<file path="config.mk">
export PLATFORM = sky130hd
export DESIGN_NAME = paml_top
export DESIGN_NICKNAME = d
export VERILOG_FILES = /design/src/design/paml_cor_status.v /design/src/design/paml_hdr_log.v /design/src/design/paml_top.v
export VERILOG_INCLUDE_DIRS = /design/src /design/src/design
export SDC_FILE = /design/constraint.sdc
export NUM_CORES = 1
export LEC_CHECK = 0
export ABC_AREA = 1
export BUFFER_PORTS_ARGS = -buffer_cell sky130_fd_sc_hd__buf_2
export CAP_MARGIN = 20
export CORE_ASPECT_RATIO = 1.75
export CORE_UTILIZATION = 45
export DETAILED_ROUTE_END_ITERATION = 10
export PLACE_DENSITY_LB_ADDON = 0.2
export SKIP_LAST_GASP = 1
export SLEW_MARGIN = 10
export SYNTH_ARGS = -nofsm -noshare
export SYNTH_HDL_FRONTEND = slang
export SYNTH_SLANG_ARGS = --single-unit
</file>
<file path="constraint.sdc">
create_clock -name clk -period 6 [get_ports clk]
set_input_delay 1.2 -clock clk [delete_from_list [all_inputs] [get_ports clk]]
set_output_delay 1.2 -clock clk [all_outputs]
set_load 0.005 [all_outputs]
</file>
<file path="src/design/paml_consts.vh">
`ifndef PAML_CONSTS_VH
`define PAML_CONSTS_VH

// ----------------------------------------------------------------
// Register offsets (configuration space byte addresses)
// ----------------------------------------------------------------
`define PAML_OFF_COR_STATUS 12'h110
`define PAML_OFF_COR_MASK 12'h114
`define PAML_OFF_CAP_CTRL 12'h118
`define PAML_OFF_HDR_DW0 12'h11C
`define PAML_OFF_HDR_DW1 12'h120
`define PAML_OFF_HDR_DW2 12'h124
`define PAML_OFF_HDR_DW3 12'h128

// ----------------------------------------------------------------
// Correctable mask and status layout
// ----------------------------------------------------------------
`define PAML_COR_IMPL 32'h000031C1
`define PAML_COR_STICKY 32'h000011C1
`define PAML_COR_MASK_RESET 32'h00002000
`define PAML_BIT_ADVISORY 13
`define PAML_BIT_REPLAY_EXP 12
`define PAML_BIT_REPLAY_ROLL 8
`define PAML_BIT_LINK_FAULT 7
`define PAML_BIT_TLP_FAULT 6
`define PAML_BIT_RX_ERR 0

// ----------------------------------------------------------------
// Capabilities and control layout
// ----------------------------------------------------------------
`define PAML_CAP_RESET 32'h000000A0
`define PAML_BIT_CHK_EN 8
`define PAML_BIT_CHK_CAP 7
`define PAML_BIT_GEN_EN 6
`define PAML_BIT_GEN_CAP 5
`define PAML_PTR_W 5
`define PAML_UNC_ECRC_VEC 32'h00080000

// ----------------------------------------------------------------
// Header log
// ----------------------------------------------------------------
`define PAML_HDR_DWORDS 4
`define PAML_HDR_RESET 32'h00000000

`endif

</file>
<file path="src/design/paml_cor_status.v">
`timescale 1ns/10ps
`default_nettype none
`include "paml_consts.vh"

module paml_cor_status #(
  parameter [31:0] IMPL = `PAML_COR_IMPL,
  parameter [31:0] STICKY = `PAML_COR_STICKY
) (
  input wire clk,
  input wire rst_fund,
  input wire rst_hot,
  input wire [31:0] set_vec,
  input wire [31:0] clr_vec,
  output wire [31:0] status
);

  // ----------------------------------------------------------------
  // One flag per bit; unimplemented bits stay zero
  // ----------------------------------------------------------------
  genvar i;
  generate
    for (i = 0; i < 32; i = i + 1)
    begin : g_bit
      if (IMPL[i])
      begin : g_impl
        reg flag_r;
        wire bit_rst;
        assign bit_rst = STICKY[i] ? rst_fund : rst_hot;
        always @(posedge clk or posedge bit_rst)
        begin
          if (bit_rst)
            flag_r <= 1'b0;
          else if (set_vec[i])
            flag_r <= 1'b1;
          else if (clr_vec[i])
            flag_r <= 1'b0;
        end
        assign status[i] = flag_r;
      end
      else
      begin : g_rsvd
        assign status[i] = 1'b0;
      end
    end
  endgenerate

endmodule

`default_nettype wire

</file>
<file path="src/design/paml_hdr_log.v">
`timescale 1ns/10ps
`default_nettype none
`include "paml_consts.vh"

module paml_hdr_log #(
  parameter DWORDS = `PAML_HDR_DWORDS
) (
  input wire clk,
  input wire rst_fund,
  input wire capture,
  input wire hdr_4dw,
  input wire [32*DWORDS-1:0] hdr_wire,
  output wire [32*DWORDS-1:0] hdr_log
);

  // ----------------------------------------------------------------
  // Wire order puts the first byte high; the log wants it low
  // ----------------------------------------------------------------
  function [31:0] paml_swap;
    input [31:0] dw;
    begin
      paml_swap = {dw[7:0], dw[15:8], dw[23:16], dw[31:24]};
    end
  endfunction

  genvar d;
  generate
    for (d = 0; d < DWORDS; d = d + 1)
    begin : g_dw
      reg [31:0] log_r;
      wire [31:0] in_dw;
      wire used;
      assign in_dw = hdr_wire[32*(DWORDS-d)-1 -: 32];
      assign used = (d < DWORDS - 1) | hdr_4dw;
      always @(posedge clk or posedge rst_fund)
      begin
        if (rst_fund)
          log_r <= `PAML_HDR_RESET;
        else if (capture)
          log_r <= used ? paml_swap(in_dw) : `PAML_HDR_RESET;
      end
      assign hdr_log[32*d+31 -: 32] = log_r;
    end
  endgenerate

endmodule

`default_nettype wire

</file>
<file path="src/design/paml_top.v">
`timescale 1ns/10ps
`default_nettype none
`include "paml_consts.vh"

module paml_top #(
  parameter ADDR_W = 12,
  parameter DWORDS = `PAML_HDR_DWORDS
) (
  input wire clk,
  input wire sys_rst,
  input wire platform_reset_n,
  input wire global_reset_n,
  input wire cfg_rd,
  input wire cfg_wr,
  input wire [ADDR_W-1:0] cfg_addr,
  input wire [3:0] cfg_be,
  input wire [31:0] cfg_wdata,
  output reg [31:0] cfg_rdata,
  output reg cfg_rdone,
  input wire [31:0] cor_err_pulse,
  input wire [31:0] unc_err_pulse,
  input wire ecrc_mismatch_pulse,
  input wire [32*DWORDS-1:0] err_hdr,
  input wire err_hdr_4dw,
  input wire unc_first_release,
  output reg cor_msg_req,
  output reg ecrc_err_report,
  output reg hdr_logged,
  output wire e2e_crc_check_enable,
  output wire e2e_crc_generate_enable,
  output wire [`PAML_PTR_W-1:0] first_err_ptr,
  output wire [31:0] cor_status
);

  // ----------------------------------------------------------------
  // Reset generation
  // ----------------------------------------------------------------
  // Pins assert asynchronously; release is synchronised so sticky
  // flops never leave reset on a metastable edge.
  wire fundamental_reset_n;
  wire fund_raw;
  reg [1:0] fund_sync_r;
  wire rst_fund;
  wire rst_hot;

  assign fundamental_reset_n = platform_reset_n & global_reset_n;
  assign fund_raw = ~fundamental_reset_n;

  always @(posedge clk or posedge fund_raw)
  begin
    if (fund_raw)
      fund_sync_r <= 2'h0;
    else
      fund_sync_r <= {fund_sync_r[0], 1'b1};
  end

  assign rst_fund = ~fund_sync_r[1];
  assign rst_hot = sys_rst | rst_fund;

  // ----------------------------------------------------------------
  // Derived constants
  // ----------------------------------------------------------------
  localparam [31:0] MASK_RST = `PAML_COR_MASK_RESET;
  localparam [31:0] STICKY_RST = `PAML_COR_MASK_RESET & `PAML_COR_STICKY;
  localparam [31:0] CAP_FLAGS = `PAML_CAP_RESET;

  // ----------------------------------------------------------------
  // Address decode helpers
  // ----------------------------------------------------------------
  // Only address bits above the byte offset select a register
  function paml_hit;
    input [ADDR_W-1:0] addr;
    input [11:0] off;
    begin
      paml_hit = (addr[ADDR_W-1:2] == off[ADDR_W-1:2]);
    end
  endfunction

  function [31:0] paml_lanes;
    input [3:0] be;
    begin
      paml_lanes = {{8{be[3]}}, {8{be[2]}}, {8{be[1]}}, {8{be[0]}}};
    end
  endfunction

  // Lowest set bit wins when several classes arrive together
  function [`PAML_PTR_W-1:0] paml_first;
    input [31:0] vec;
    integer k;
    begin
      paml_first = {`PAML_PTR_W{1'b0}};
      for (k = 31; k >= 0; k = k - 1)
      begin
        if (vec[k])
          paml_first = k[`PAML_PTR_W-1:0];
      end
    end
  endfunction

  wire wr_status;
  wire wr_mask;
  wire wr_ctrl;
  wire [31:0] lane_mask;
  wire [31:0] wr_bits;

  assign wr_status = cfg_wr & paml_hit(cfg_addr, `PAML_OFF_COR_STATUS);
  assign wr_mask = cfg_wr & paml_hit(cfg_addr, `PAML_OFF_COR_MASK);
  assign wr_ctrl = cfg_wr & paml_hit(cfg_addr, `PAML_OFF_CAP_CTRL);
  assign lane_mask = paml_lanes(cfg_be);
  assign wr_bits = cfg_wdata & lane_mask;

  // ----------------------------------------------------------------
  // Correctable error mask
  // ----------------------------------------------------------------
  reg adv_mask_r;
  reg [31:0] sticky_mask_r;
  reg [31:0] sticky_mask_nxt;
  reg [31:0] cor_mask;

  // Advisory mask is not sticky, so any reset brings it back to one
  always @(posedge clk or posedge rst_hot)
  begin
    if (rst_hot)
      adv_mask_r <= MASK_RST[`PAML_BIT_ADVISORY];
    else if (wr_mask & cfg_be[1])
      adv_mask_r <= cfg_wdata[`PAML_BIT_ADVISORY];
  end

  always @*
  begin
    sticky_mask_nxt = sticky_mask_r;
    if (wr_mask)
      sticky_mask_nxt = ((sticky_mask_r & ~lane_mask) | wr_bits)
                        & `PAML_COR_STICKY;
  end

  always @(posedge clk or posedge rst_fund)
  begin
    if (rst_fund)
      sticky_mask_r <= STICKY_RST;
    else
      sticky_mask_r <= sticky_mask_nxt;
  end

  // Sticky and hot-reset bits share one readable word
  always @*
  begin
    cor_mask = sticky_mask_r;
    cor_mask[`PAML_BIT_ADVISORY] = adv_mask_r;
  end

  // ----------------------------------------------------------------
  // Correctable error events and status
  // ----------------------------------------------------------------
  wire [31:0] cor_hit;
  wire [31:0] status_clr;

  assign cor_hit = cor_err_pulse & ~cor_mask & `PAML_COR_IMPL;
  assign status_clr = wr_status ? wr_bits : 32'h00000000;

  paml_cor_status #(
    .IMPL(`PAML_COR_IMPL),
    .STICKY(`PAML_COR_STICKY)
  ) u_status (
    .clk(clk),
    .rst_fund(rst_fund),
    .rst_hot(rst_hot),
    .set_vec(cor_hit),
    .clr_vec(status_clr),
    .status(cor_status)
  );

  // ----------------------------------------------------------------
  // Capabilities and control
  // ----------------------------------------------------------------
  reg chk_en_r;
  reg gen_en_r;

  // Only the two enables are writable; flags and pointer are not
  always @(posedge clk or posedge rst_fund)
  begin
    if (rst_fund)
    begin
      chk_en_r <= 1'b0;
      gen_en_r <= 1'b0;
    end
    else if (wr_ctrl)
    begin
      if (cfg_be[1])
        chk_en_r <= cfg_wdata[`PAML_BIT_CHK_EN];
      if (cfg_be[0])
        gen_en_r <= cfg_wdata[`PAML_BIT_GEN_EN];
    end
  end

  assign e2e_crc_check_enable = chk_en_r;
  assign e2e_crc_generate_enable = gen_en_r;

  // ----------------------------------------------------------------
  // Uncorrectable events and first error pointer
  // ----------------------------------------------------------------
  wire ecrc_hit;
  wire [31:0] unc_eff;
  wire unc_any;
  reg [`PAML_PTR_W-1:0] first_err_r;
  reg first_held_r;

  // Mismatches are dropped at the source while checking is off
  assign ecrc_hit = ecrc_mismatch_pulse & chk_en_r;
  assign unc_eff = unc_err_pulse
                   | (ecrc_hit ? `PAML_UNC_ECRC_VEC : 32'h00000000);
  assign unc_any = |unc_eff;

  // A new error in the release cycle is kept: capture beats release
  always @(posedge clk or posedge rst_fund)
  begin
    if (rst_fund)
    begin
      first_err_r <= {`PAML_PTR_W{1'b0}};
      first_held_r <= 1'b0;
    end
    else if (unc_any & (~first_held_r | unc_first_release))
    begin
      first_err_r <= paml_first(unc_eff);
      first_held_r <= 1'b1;
    end
    else if (unc_first_release)
      first_held_r <= 1'b0;
  end

  assign first_err_ptr = first_err_r;

  // ----------------------------------------------------------------
  // Header log
  // ----------------------------------------------------------------
  wire log_capture;
  wire [32*DWORDS-1:0] hdr_log;

  // Later errors overwrite the log; no history is kept
  assign log_capture = (|cor_hit) | unc_any;

  paml_hdr_log #(
    .DWORDS(DWORDS)
  ) u_log (
    .clk(clk),
    .rst_fund(rst_fund),
    .capture(log_capture),
    .hdr_4dw(err_hdr_4dw),
    .hdr_wire(err_hdr),
    .hdr_log(hdr_log)
  );

  // ----------------------------------------------------------------
  // Event outputs
  // ----------------------------------------------------------------
  // Single-cycle pulses; the consumer must latch them itself
  always @(posedge clk or posedge rst_hot)
  begin
    if (rst_hot)
    begin
      cor_msg_req <= 1'b0;
      ecrc_err_report <= 1'b0;
      hdr_logged <= 1'b0;
    end
    else
    begin
      cor_msg_req <= |cor_hit;
      ecrc_err_report <= ecrc_hit;
      hdr_logged <= log_capture;
    end
  end

  // ----------------------------------------------------------------
  // Read path
  // ----------------------------------------------------------------
  // Capability flags are constants, so reads ignore byte enables
  // Unmapped offsets read zero rather than raising an error
  reg [31:0] rd_nxt;
  reg [31:0] ctrl_word;

  always @*
  begin
    ctrl_word = CAP_FLAGS;
    ctrl_word[`PAML_BIT_CHK_EN] = chk_en_r;
    ctrl_word[`PAML_BIT_GEN_EN] = gen_en_r;
    ctrl_word[`PAML_PTR_W-1:0] = first_err_r;
  end

  always @*
  begin
    rd_nxt = 32'h00000000;
    if (paml_hit(cfg_addr, `PAML_OFF_COR_STATUS))
      rd_nxt = cor_status;
    else if (paml_hit(cfg_addr, `PAML_OFF_COR_MASK))
      rd_nxt = cor_mask & `PAML_COR_IMPL;
    else if (paml_hit(cfg_addr, `PAML_OFF_CAP_CTRL))
      rd_nxt = ctrl_word;
    else if (paml_hit(cfg_addr, `PAML_OFF_HDR_DW0))
      rd_nxt = hdr_log[31:0];
    else if (paml_hit(cfg_addr, `PAML_OFF_HDR_DW1))
      rd_nxt = hdr_log[63:32];
    else if (paml_hit(cfg_addr, `PAML_OFF_HDR_DW2))
      rd_nxt = hdr_log[95:64];
    else if (paml_hit(cfg_addr, `PAML_OFF_HDR_DW3))
      rd_nxt = hdr_log[127:96];
  end

  always @(posedge clk or posedge rst_hot)
  begin
    if (rst_hot)
    begin
      cfg_rdata <= 32'h00000000;
      cfg_rdone <= 1'b0;
    end
    else
    begin
      cfg_rdone <= cfg_rd;
      if (cfg_rd)
        cfg_rdata <= rd_nxt;
    end
  end

endmodule

`default_nettype wire

</file>
Word level (Yosys, flattened, before mapping) --
Cells that the tools add are included. W data, S select, Z words.
Operators by class: add/sub/neg operators 0, $mul 0, div/mod/pow operators 0, magnitude comparators 0, equal/unequal tests 7, shifts and indexed selects 0, multiplexer cells 56, bitwise operators 19, reductions and logical operators 11
Operators by type and width (number):
- $mux W32 | 8
- $mux W5 | 32
- $eq A10 B7 Y1 const B | 7
- $or A32 B20 Y32 | 1
- $reduce_or A32 Y1 | 1
- $and A14 B14 Y14 | 2
- $mux W20 | 1
- $mux W1 | 14
- $mux W14 | 1
- $not A14 Y14 | 1
- $reduce_bool A2 Y1 | 7
- $and A13 B13 Y13 | 1
- $not A13 Y13 | 1
- $or A13 B13 Y13 | 1
- $and A1 B1 Y1 | 7
- $reduce_or A6 Y1 | 1
- $reduce_and A2 Y1 | 2
- $or A1 B1 Y1 | 3
- $not A1 Y1 | 2
Word-level totals: register bits after elaboration 186, bits in latches 0, memory bits (writable) 0, bits in read-only memories 0, bits of input ports 249, output and inout port bits 75, memories 0

Logic depth before layout (Yosys ltp) --
Gate-level depths: netlist of run 1.
word-level depth 35, depth in mapped cells 33, depth with buffers taken out 33

Hierarchy --
Synthesis of run 1 repeated with hierarchy kept, for this count alone.
Second synthesis, totals: cell total of the unflattened synthesis 1264, area, all modules 9562.9 um2
Modules (own cells, without submodules):
- paml_hdr_log | times used 1, cells an instance 545, area an instance 5014.8 um2, seq. area each 3203.1 um2
- paml_top | times used 1, cells an instance 654, area an instance 4056.4 um2, seq. area each 1302.5 um2
- paml_cor_status | times used 1, cells an instance 65, area an instance 491.7 um2, seq. area each 150.1 um2

Least setup slack after synthesis of run 1 --
OpenSTA, ideal clock, no wires.
path kind input to register, start input port cfg_addr[7], end register cfg_rdata[12], setup time 0.074 ns, arrival 2.637 ns, required time 5.926 ns, setup slack 3.288 ns, stages 10, buffers on the path 1, path through nor4_4 nand4_4 nor2_4 inv_2 buf_4 o221ai_2 o21ai_1 o211ai_1 a21oi_1 o21ai_2
Between the ends: longest elaborated chain between the ends 8, elaborated cells between the ends (all ways) 14, those cells by class eq/ne (7); mux (7)
RTL lines:
- start: declaration | RTL line paml_top.v:15 | input wire [ADDR_W-1:0] cfg_addr,
- $eq A10 B7 Y1 | RTL line paml_top.v:75 | paml_hit = (addr[ADDR_W-1:2] == off[ADDR_W-1:2]);
- $mux W32 | RTL line paml_top.v:304 | else if (paml_hit(cfg_addr, `PAML_OFF_HDR_DW3))
- $mux W32 | RTL line paml_top.v:302 | else if (paml_hit(cfg_addr, `PAML_OFF_HDR_DW2))
- $mux W32 | RTL line paml_top.v:300 | else if (paml_hit(cfg_addr, `PAML_OFF_HDR_DW1))
- $mux W32 | RTL line paml_top.v:298 | else if (paml_hit(cfg_addr, `PAML_OFF_HDR_DW0))
- $mux W32 | RTL line paml_top.v:296 | else if (paml_hit(cfg_addr, `PAML_OFF_CAP_CTRL))
- $mux W32 | RTL line paml_top.v:294 | else if (paml_hit(cfg_addr, `PAML_OFF_COR_MASK))
- $mux W32 * | RTL line paml_top.v:292 | if (paml_hit(cfg_addr, `PAML_OFF_COR_STATUS))
- end signal: assignment | RTL line paml_top.v:319 | cfg_rdata <= rd_nxt;
- end: declaration | RTL line paml_top.v:18 | output reg [31:0] cfg_rdata,
Mark *: on every way between the ends. The rest lies on a longest branch, timed or not. A chain may end at the register's enable or synchronous reset.

Worst setup path after layout of run 1 --
start input port cfg_addr[7], end register cfg_rdata[24]
The elaborated chain is that of the path after synthesis.

==> results.yml, run 1 <==
routing:
  vias_per_cell: 5.16
  wl_per_cell_um: 16.8
  vias: 7419
  ant_nets: 0
  drt-initial-drc-count: 359
  drc_errors: 0
  wirelength_mm: 24.2
  dr.pass1.iters: 5
timing:
  hold_violations: 0
  worstMarginPinSlew_ns: 0.904
  max_freq_mhz: 278
  final_max_slew_viol_count: 0
  finalCritPeriodShare_pct: 60.0
  setup_viol: 0
  slew_headroom_pct: 39.7
  fin_skew_ns: 0.0115
  rsz0062_at_grt: "false"
  finalSetupTns_ns: 0
  min_period_ns: 3.60
  whs_ns: 0.175
critical_path:
  crit_buf_inv: 3
  crit_arrival_ns: 3.90
  crit_type: "input pin to register"
  max_stage_delay_ns: 0.59
  crit_fanout: 23
  worstSetupStartpointType: "input pin"
  cp_top_family: "simple AND/OR/NAND/NOR gates"
  setup.worst_path.end_class: "register"
  cp.required_ns: 6.31
  crit_chain: "buf_2, nor4_4, nand2_2, nor2_2, inv_1, nor2_2, inv_1, o221ai_1, nand2_1"
  critPathSlowestCell: "inv_1"
global_routing:
  met3_usage_pct: 4.22
  overflow: 0
  met2_usage_pct: 46.0
  grt_use_met1_pct: 28.1
  grt_busiest_layer: "met2"
  antenna_found_initial: 3
  grt_pass1_vias: 7511
  grt_usage_pct: 25.2
  grt_first_pass_wirelength_mm: 38.2
  grt_max_degree: 199
final_layout:
  drive_gt1_share_pct: 29.6
  area_growth_pct: 20.7
  fin_nets: 1432
  post-route-util_pct: 55.5
  fillCellCount: 1831
synth:
  yosysTopAreaCellShare_pct: 52.7
  ys_top_cells_by_area: "dfrtp_1 (53%), nand2_1 (7.4%), mux2_2 (6.8%)"
  avgSynthCellArea_sq_um: 9.16
  synthTopCellsByCount: "dfrtp_1 (185), nand2_1 (174), inv_1 (147), o21ai_0 (117), nand3_1 (56)"
  syn_inst: 959
  synth-edff-count: 0
  async_reset_ff_share_pct: 100
  yosys.cell_count.top_type: "dfrtp_1"
  yosysWarnings: 0
  yosysTopAreaCell: "dfrtp_1"
  yosysSeqAreaShare_pct: 53.0
  synthFlopType: "dfrtp_1"
  ys_types: 41
  ys_seq_elements: 186
  synth_area_sq_um: 8790
run_status:
  status: "finished clean"
cts:
  cts_tree: "built"
  cts_root_buf: "clkbuf_16"
  cts_hold_buf: 0
  htree_num_levels: 4
  clkTransAtPathRegs_ns: 0.07
  cts_made_buffers: 17
  cts_num_sinks: 186
  clock_path_buffers: 2
  post-cts-setup-buffer-count: 0
  cts-resized-gates: 0
  clk_latency_ns: 0.43
placement:
  gp_congestion: 0.827
  dp_hpwl_mm: 17.5
  io_buffer_count: 241
die:
  core_area_sq_um: 19100
  io_pins: 324
  die_h_um: 187
  initial_core_util_pct: 46.0
  dieArea_sq_um: 20100
  fp-row-count: 67
  die_w_um: 108
pwr:
  peakVddDrop_mv: 0.159
  p_leak_nw: 5.45
  power_density_nw_per_um2: 242
worst_hold_path:
  hold_path_class: "register to asynchronous set/reset pin"
flow_run:
  max_cap_violations: 0
cell type report:
cell class	count	area (sq um)	area share [%]
Sequential cell	186	4660	43.9
Timing Repair Buffer	248	1280	12.1
Multi-Input combinational cell	581	3270	30.9
Tap cell	241	302	2.84
Clock buffer	21	460	4.34
Inverter	149	559	5.27
Antenna cell	2	5.00	0.0472
Clock inverter	9	70.1	0.661
registers in the layout, summed over array words and instances (netlist names), named ones only:
| name | count |
|---|---|
| hdr_logged | 1 |
| e2e_crc_check_enable | 1 |
| cor_msg_req | 1 |
| first_err_ptr | 5 |
| u_log.g_dw.log_r | 128 |
| fund_sync_r | 2 |
| e2e_crc_generate_enable | 1 |
| ecrc_err_report | 1 |
| cfg_rdone | 1 |
| adv_mask_r | 1 |
| cfg_rdata | 32 |
| u_status.g_bit.g_impl.flag_r | 6 |
| first_held_r | 1 |
per-stage QoR:
step	instance area (sq um)	cells	total power [mW]	setup slack, ns
final	10600	1437	2.57	2.40
after global routing	10600	1437	2.67	2.13
after CTS	10600	1434	2.59	2.39
after detailed placement	10000	1404	1.56	1.94
after global placement	10000	1404	1.56	1.94
after floorplan	8880	984	1.46	0.179
worst reg2reg max path, cell delays in order, from the launching register on:
cell     delay [ns]
dfrtp_1        0.44
nand2_1        0.09
inv_1          0.05
nor2_2         0.09
nand2_1        0.09
nor3_2         0.20
nand3_1        0.20
nor2_4         0.34
nand2_8        0.35
buf_16         0.38
mux2_2         0.41
routing by layer:
metal  share of wire (%)  wire (um)  vias to the layer above
li1                    -          -                     3564
met5               0.046         11                        -
met3                 5.1       1220                       41
met4                 2.8        671                        2
met2                  54      13000                      281
met1                  38       9260                     3531
power breakdown:
part | total, mW | leakage, nW | internal [mW] | switching (mW)
clock | 1.03 | 0.248 | 0.550 | 0.480
combinational | 0.216 | 2.92 | 0.0904 | 0.126
sequential | 1.32 | 2.28 | 1.30 | 0.0208
total | 2.57 | 5.45 | 1.94 | 0.626
worst paths after layout:
path,cells past startpoint,slack (ns),startpoint,endpoint
setup / recovery,9,2.40,cfg_addr[7],cfg_rdata[24]$_DFFE_PP0P_
hold / removal,0,0.17,fund_sync_r[1]$_DFF_PN0_,u_log.g_dw[2].log_r[26]$_DFFE_PN0P_
setup reg to reg,10,3.24,e2e_crc_check_enable$_DFFE_PN0P_,u_log.g_dw[1].log_r[18]$_DFFE_PN0P_
hold reg to reg,0,0.17,fund_sync_r[1]$_DFF_PN0_,u_log.g_dw[2].log_r[26]$_DFFE_PN0P_
max in group asynchronous,3,4.58,sys_rst,cfg_rdata[5]$_DFFE_PP0P_
min in group clk,0,0.36,fund_sync_r[0]$_DFF_PN0_,fund_sync_r[1]$_DFF_PN0_
kinds of logic after synthesis:
group	Yosys count	share of synthesized area (%)
muxes	53	6.79
AOI/OAI and AO/OA	212	14.0
DFF	186	53.0
other	2	0.0855
buffers and inverters	217	11.1
and+or+nand+nor	289	15.1
placed cells by master (no fill, tap or decap), types with 2 or more instances in the layout:
master,n
a211oi_1,9
nand4_1,2
a221oi_1,9
clkbuf_16,17
nor4_4,2
conb_1,27
a31oi_1,2
inv_1,147
clkinvlp_4,4
nor2_1,23
diode_2,2
nand2_1,174
nor3_1,8
nor3_2,2
mux2_2,53
o21ai_0,117
clkinv_4,3
clkbuf_8,2
o2111ai_1,3
dfrtp_1,184
o21ai_1,24
a2111oi_0,3
o22ai_1,26
buf_4,6
nor2_2,4
buf_2,241
inv_2,2
a21oi_1,5
nor4_2,2
o221ai_1,6
nor4_1,6
nand3_1,56
o211ai_1,3
clkbuf_1,2
nor2_4,6
No activity file was read; power rests on OpenSTA's default activity.
==> run 2, diff against run 1 <==
- ABC_AREA: 1 -> 0
- clock period: 6 -> 2.9 ns (I/O delays scaled with it)
==> results.yml, run 2 <==
run_status:
  status: "finished clean"
final_layout:
  final_common_cell: "buf_2"
  post-route-util_pct: 56.7
  drive_gt1_share_pct: 31.3
  largest_reg_flops: 128
  largest_register: "u_log.g_dw.log_r"
  fin_nets: 1258
  most-common-layout-cells: "buf_2 (241), dfrtp_1 (184), mux2_1 (104), nand2_1 (50), a21oi_1 (48)"
  area_growth_pct: 23.2
  instances_no_fill: 1265
  largest_registers: "u_log.g_dw.log_r (128), cfg_rdata (32), u_status.g_bit.g_impl.flag_r (6)"
critical_path:
  worstSetupStartpointType: "register"
  crit_arrival_ns: 2.59
  crit_type: "register to register"
  cp.required_ns: 3.20
  setup.worst_path.end_class: "register"
  crit_fanout: 50
cts:
  clk_latency_ns: 0.43
  cts_hold_buf: 0
  cts_tree: "built"
  clock_path_buffers: 2
  cts-resized-gates: 0
  cts_root_buf: "clkbuf_16"
  cts_num_sinks: 186
  post-cts-setup-buffer-count: 0
  htree_num_levels: 4
  clkTransAtPathRegs_ns: 0.07
  cts_made_buffers: 17
die:
  io_pins: 324
  initial_core_util_pct: 46.0
  die_h_um: 187
  dieArea_sq_um: 20200
  fp-row-count: 67
  die_w_um: 108
  core_area_sq_um: 19200
timing:
  hold_violations: 0
  slew_headroom_pct: 46.5
  rsz0062_at_grt: "false"
  worstMarginPinSlew_ns: 0.803
  setup_viol: 0
  max_freq_mhz: 437
  finalSetupTns_ns: 0
  fin_skew_ns: 0.00941
  final_max_slew_viol_count: 0
  finalCritPeriodShare_pct: 79.0
  finalWorstSetupSlack_ns: 0.610
  min_period_ns: 2.29
pwr:
  peakVddDrop_mv: 0.374
  p_leak_nw: 5.33
  power_density_nw_per_um2: 505
global_routing:
  overflow: 0
  grt_usage_pct: 23.0
  grt_max_degree: 62
  grt_first_pass_wirelength_mm: 35.4
  antenna_found_initial: 3
  grt_pass1_vias: 6944
routing:
  dr.pass1.iters: 4
  wirelength_mm: 22.1
  drc_errors: 0
  vias: 6632
  drt-initial-drc-count: 219
  ant_nets: 0
  vias_per_cell: 5.24
  wl_per_cell_um: 17.5
synth:
  ys_seq_elements: 186
  synth-edff-count: 0
  async_reset_ff_share_pct: 100
  yosysTopAreaCell: "dfrtp_1"
  avgSynthCellArea_sq_um: 11.5
  yosysSeqAreaShare_pct: 52.7
  synth_area_sq_um: 8840
  synthTopCellsByCount: "dfrtp_1 (185), mux2_1 (104), nand2_1 (50), a21oi_1 (48), mux2i_1 (45)"
  yosysWarnings: 0
  syn_inst: 769
  synthFlopType: "dfrtp_1"
  ys_top_cells_by_area: "dfrtp_1 (52%), mux2_1 (13%), mux2i_1 (5.1%)"
  ys_types: 54
  yosysTopAreaCellShare_pct: 52.4
  yosys.cell_count.top_type: "dfrtp_1"
flow_run:
  max_cap_violations: 0
placement:
  pre_cts_ws_ns: 0.229
  io_buffer_count: 241
  dp.cells: 1231
  gp_congestion: 0.803
  dp_hpwl_mm: 16.4
worst_hold_path:
  hold_path_class: "input pin to asynchronous set/reset pin"
[run 2: final cells by class]
type	instances	area [sq um]
clock buffers	20	457
clock inverters	11	123
diodes	3	7.51
inverters	42	158
multi-input cells	497	3720
repair buffers	265	1460
fillers	1757	8310
flip-flops and latches	186	4660
well taps	241	302
[run 2: logic make-up after synthesis]
kind of cell	Yosys count	synth area share, %
buf+inv	111	6.53
simple gates	169	10.8
flops	186	52.7
other cells	2	0.0850
mux	151	18.6
compound gates	150	11.4
[run 2: worst max-delay path, stage by stage, from the launching register on]
cell and delay [ns]:
dfrtp_1 0.44, a21oi_1 0.38, nand4_1 0.28, nor3_2 0.33, nand2b_4 0.13, buf_12 0.21, mux2_1 0.36
[run 2: per-stage QoR]
step                instance area (sq um)  power (mW)  hold slack (ns)
floorplan                            8940        3.04            0.331
global placement                    10300        3.25            0.333
detailed placement                  10300        3.27            0.343
CTS                                 10900        5.56           0.0342
global route                        10900        5.73           0.0336
finish                              10900        5.50           0.0543
[run 2: path summary, 6_finish.rpt]
check                                                 start  slack, ns  cells past startpoint                                           end
setup reg to reg           e2e_crc_check_enable$_DFFE_PN0P_       0.61                      6           u_log.g_dw[1].log_r[14]$_DFFE_PN0P_
min in group clk                              cfg_wdata[12]       0.35                      2  u_status.g_bit[12].g_impl.flag_r$_DFFE_PN0P_
hold reg to reg                    fund_sync_r[0]$_DFF_PN0_       0.36                      0                      fund_sync_r[1]$_DFF_PN0_
max in group asynchronous          fund_sync_r[1]$_DFF_PN0_       1.75                      2                     cfg_rdata[29]$_DFFE_PP0P_
hold / removal                               global_reset_n       0.05                      2                      fund_sync_r[0]$_DFF_PN0_
setup / recovery           e2e_crc_check_enable$_DFFE_PN0P_       0.61                      6           u_log.g_dw[1].log_r[14]$_DFFE_PN0P_
[run 2: per-layer routing]
layer	part of all wire [%]	global-route usage [%]
met1	39	26.3
met2	54	40.6
met3	4.8	4.88
met4	2.3	9.64
met5	0	0
[run 2: report_power, final]
part / switching [mW] / internal (mW) / total [mW]
clock: 0.979 / 1.31 / 2.29
combinational: 0.245 / 0.209 / 0.454
sequential: 0.0559 / 2.70 / 2.76
==> run 3, diff against run 2 <==
- CORE_UTILIZATION: 45 -> 50
- clock period: 2.9 -> 2.3 ns (I/O delays scaled with it)
==> results.yml, run 3 (same netlist as run 2, synthesis figures left out) <==
run_status:
  status: "finished clean"
final_layout:
  post-route-util_pct: 64.2
  fin_nets: 1292
  largest_registers: "u_log.g_dw.log_r (128), cfg_rdata (32), u_status.g_bit.g_impl.flag_r (6)"
  area_growth_pct: 26.2
  design_area_sq_um: 11200
  largest_reg_flops: 128
  largest_register: "u_log.g_dw.log_r"
  drive_gt1_share_pct: 33.3
  instances_no_fill: 1291
  final_common_cell: "buf_2"
  fillCellCount: 1486
  most-common-layout-cells: "buf_2 (241), dfrtp_1 (184), mux2_1 (104), nand2_1 (50), a21oi_1 (48)"
global_routing:
  antenna_found_initial: 3
  grt_pass1_vias: 7055
  grt_usage_pct: 25.2
  grt_first_pass_wirelength_mm: 34.3
  grt_max_degree: 147
  overflow: 0
critical_path:
  r2r-end: "u_log.g_dw[2].log_r[27]$_DFFE_PN0P_"
  setup.worst_path.end_class: "register"
  crit_arrival_ns: 2.37
  crit_type: "input pin to register"
  r2r_slack_ns: 0.32
  worstSetupStartpointType: "input pin"
  crit_fanout: 49
  cp.required_ns: 2.61
  r2r_start: "e2e_crc_check_enable$_DFFE_PN0P_"
  cp-startpoint: "unc_err_pulse[15]"
  reg2reg_depth: 6
flow_run:
  max_cap_violations: 0
die:
  die_w_um: 103
  core_area_sq_um: 17400
  fp-row-count: 64
  dieArea_sq_um: 18200
  die_h_um: 178
  io_pins: 324
  initial_core_util_pct: 50.9
placement:
  place_area_sq_um: 10600
  gp_congestion: 0.839
  dp_hpwl_mm: 15.9
  dp.cells: 1253
  io_buffer_count: 241
  pre_cts_ws_ns: -0.208
routing:
  vias_per_cell: 5.28
  wl_per_cell_um: 17.0
  dr.pass1.iters: 4
  wirelength_mm: 21.9
  drc_errors: 0
  ant_nets: 0
  vias: 6821
  drt-initial-drc-count: 243
timing:
  setup_viol: 0
  final_max_slew_viol_count: 0
  finalCritPeriodShare_pct: 89.6
  fin_skew_ns: 0.00841
  finalSetupTns_ns: 0
  hold_violations: 0
  max_freq_mhz: 485
  rsz0062_at_grt: "false"
  whs_ns: 0.185
  min_period_ns: 2.06
  finalWorstSetupSlack_ns: 0.239
  slew_headroom_pct: 47.5
  worstMarginPinSlew_ns: 0.787
pwr:
  p_sw_mw: 1.68
  peakVddDrop_mv: 0.395
  pwr-share-comb_pct: 8.8
  pwr-share-clk_pct: 41.0
  seq_power_share_pct: 50.2
  p_leak_nw: 5.49
  p_int_mw: 5.23
  power_density_nw_per_um2: 619
  p_total_mw: 6.91
  swShare_pct: 24.4
cts:
  cts_made_buffers: 17
  clock_path_buffers: 2
  cts_hold_buf: 2
  cts_num_sinks: 186
  clkTransAtPathRegs_ns: 0.07
  cts_tree: "built"
  cts-resized-gates: 0
  clk_latency_ns: 0.43
  post-cts-setup-buffer-count: 0
  cts_root_buf: "clkbuf_16"
  htree_num_levels: 4
worst_hold_path:
  hold_path_class: "input pin to asynchronous set/reset pin"
## run 3: cell types whose count changed in the layout (fill, tap and decap cells not counted), moves of 2 or more
cell and delta:
clkinv_4 +2, buf_12 +3, buf_4 +29, dlygate4sd3_1 +2
## run 3: layout make-up
cell class / count / area (sq um) / share of cell area, %
Antenna cell: 4 / 10.0 / 0.0897
Clock buffer: 20 / 447 / 4.00
Clock inverter: 12 / 118 / 1.05
Inverter: 42 / 158 / 1.41
Multi-Input combinational cell: 497 / 3720 / 33.3
Sequential cell: 186 / 4660 / 41.8
Tap cell: 231 / 289 / 2.59
Timing Repair Buffer: 299 / 1760 / 15.8
## run 3: power by group through the flow
stage / sequential (mW) / combinational [mW] / clock (mW)
global placement: 3.53 / 0.601 / 0
floorplan: 3.55 / 0.278 / 0
finish: 3.47 / 0.609 / 2.83
detailed placement: 3.53 / 0.614 / 0
global route: 3.49 / 0.686 / 3.01
CTS: 3.47 / 0.619 / 2.90
## run 3: layer usage
layer  wire length, um  up-vias  track usage (%)
li1                  -     3234                -
met1              8360     3308             27.6
met2             11800      248             45.5
met3              1380       31             6.50
met4               396        0             9.35
met5                 0        -                0
## run 3: worst max path at each step
stage	to	slack, ns
after floorplan	cfg_rdata[0]$_DFFE_PP0P_	0.03
after global placement	u_log.g_dw[2].log_r[23]$_DFFE_PN0P_	-0.17
after detailed placement	u_log.g_dw[2].log_r[29]$_DFFE_PN0P_	-0.21
after CTS	cfg_rdata[4]$_DFFE_PP0P_	0.24
after global routing	u_log.g_dw[1].log_r[28]$_DFFE_PN0P_	0.19
final	u_log.g_dw[2].log_r[27]$_DFFE_PN0P_	0.24
## run 3: critical path: stages
cell and delay (ns):
buf_2 0.10, nor4_1 0.39, buf_4 0.18, nand4_1 0.15
nor3_2 0.33, nand2b_4 0.14, buf_12 0.22, mux2_1 0.34
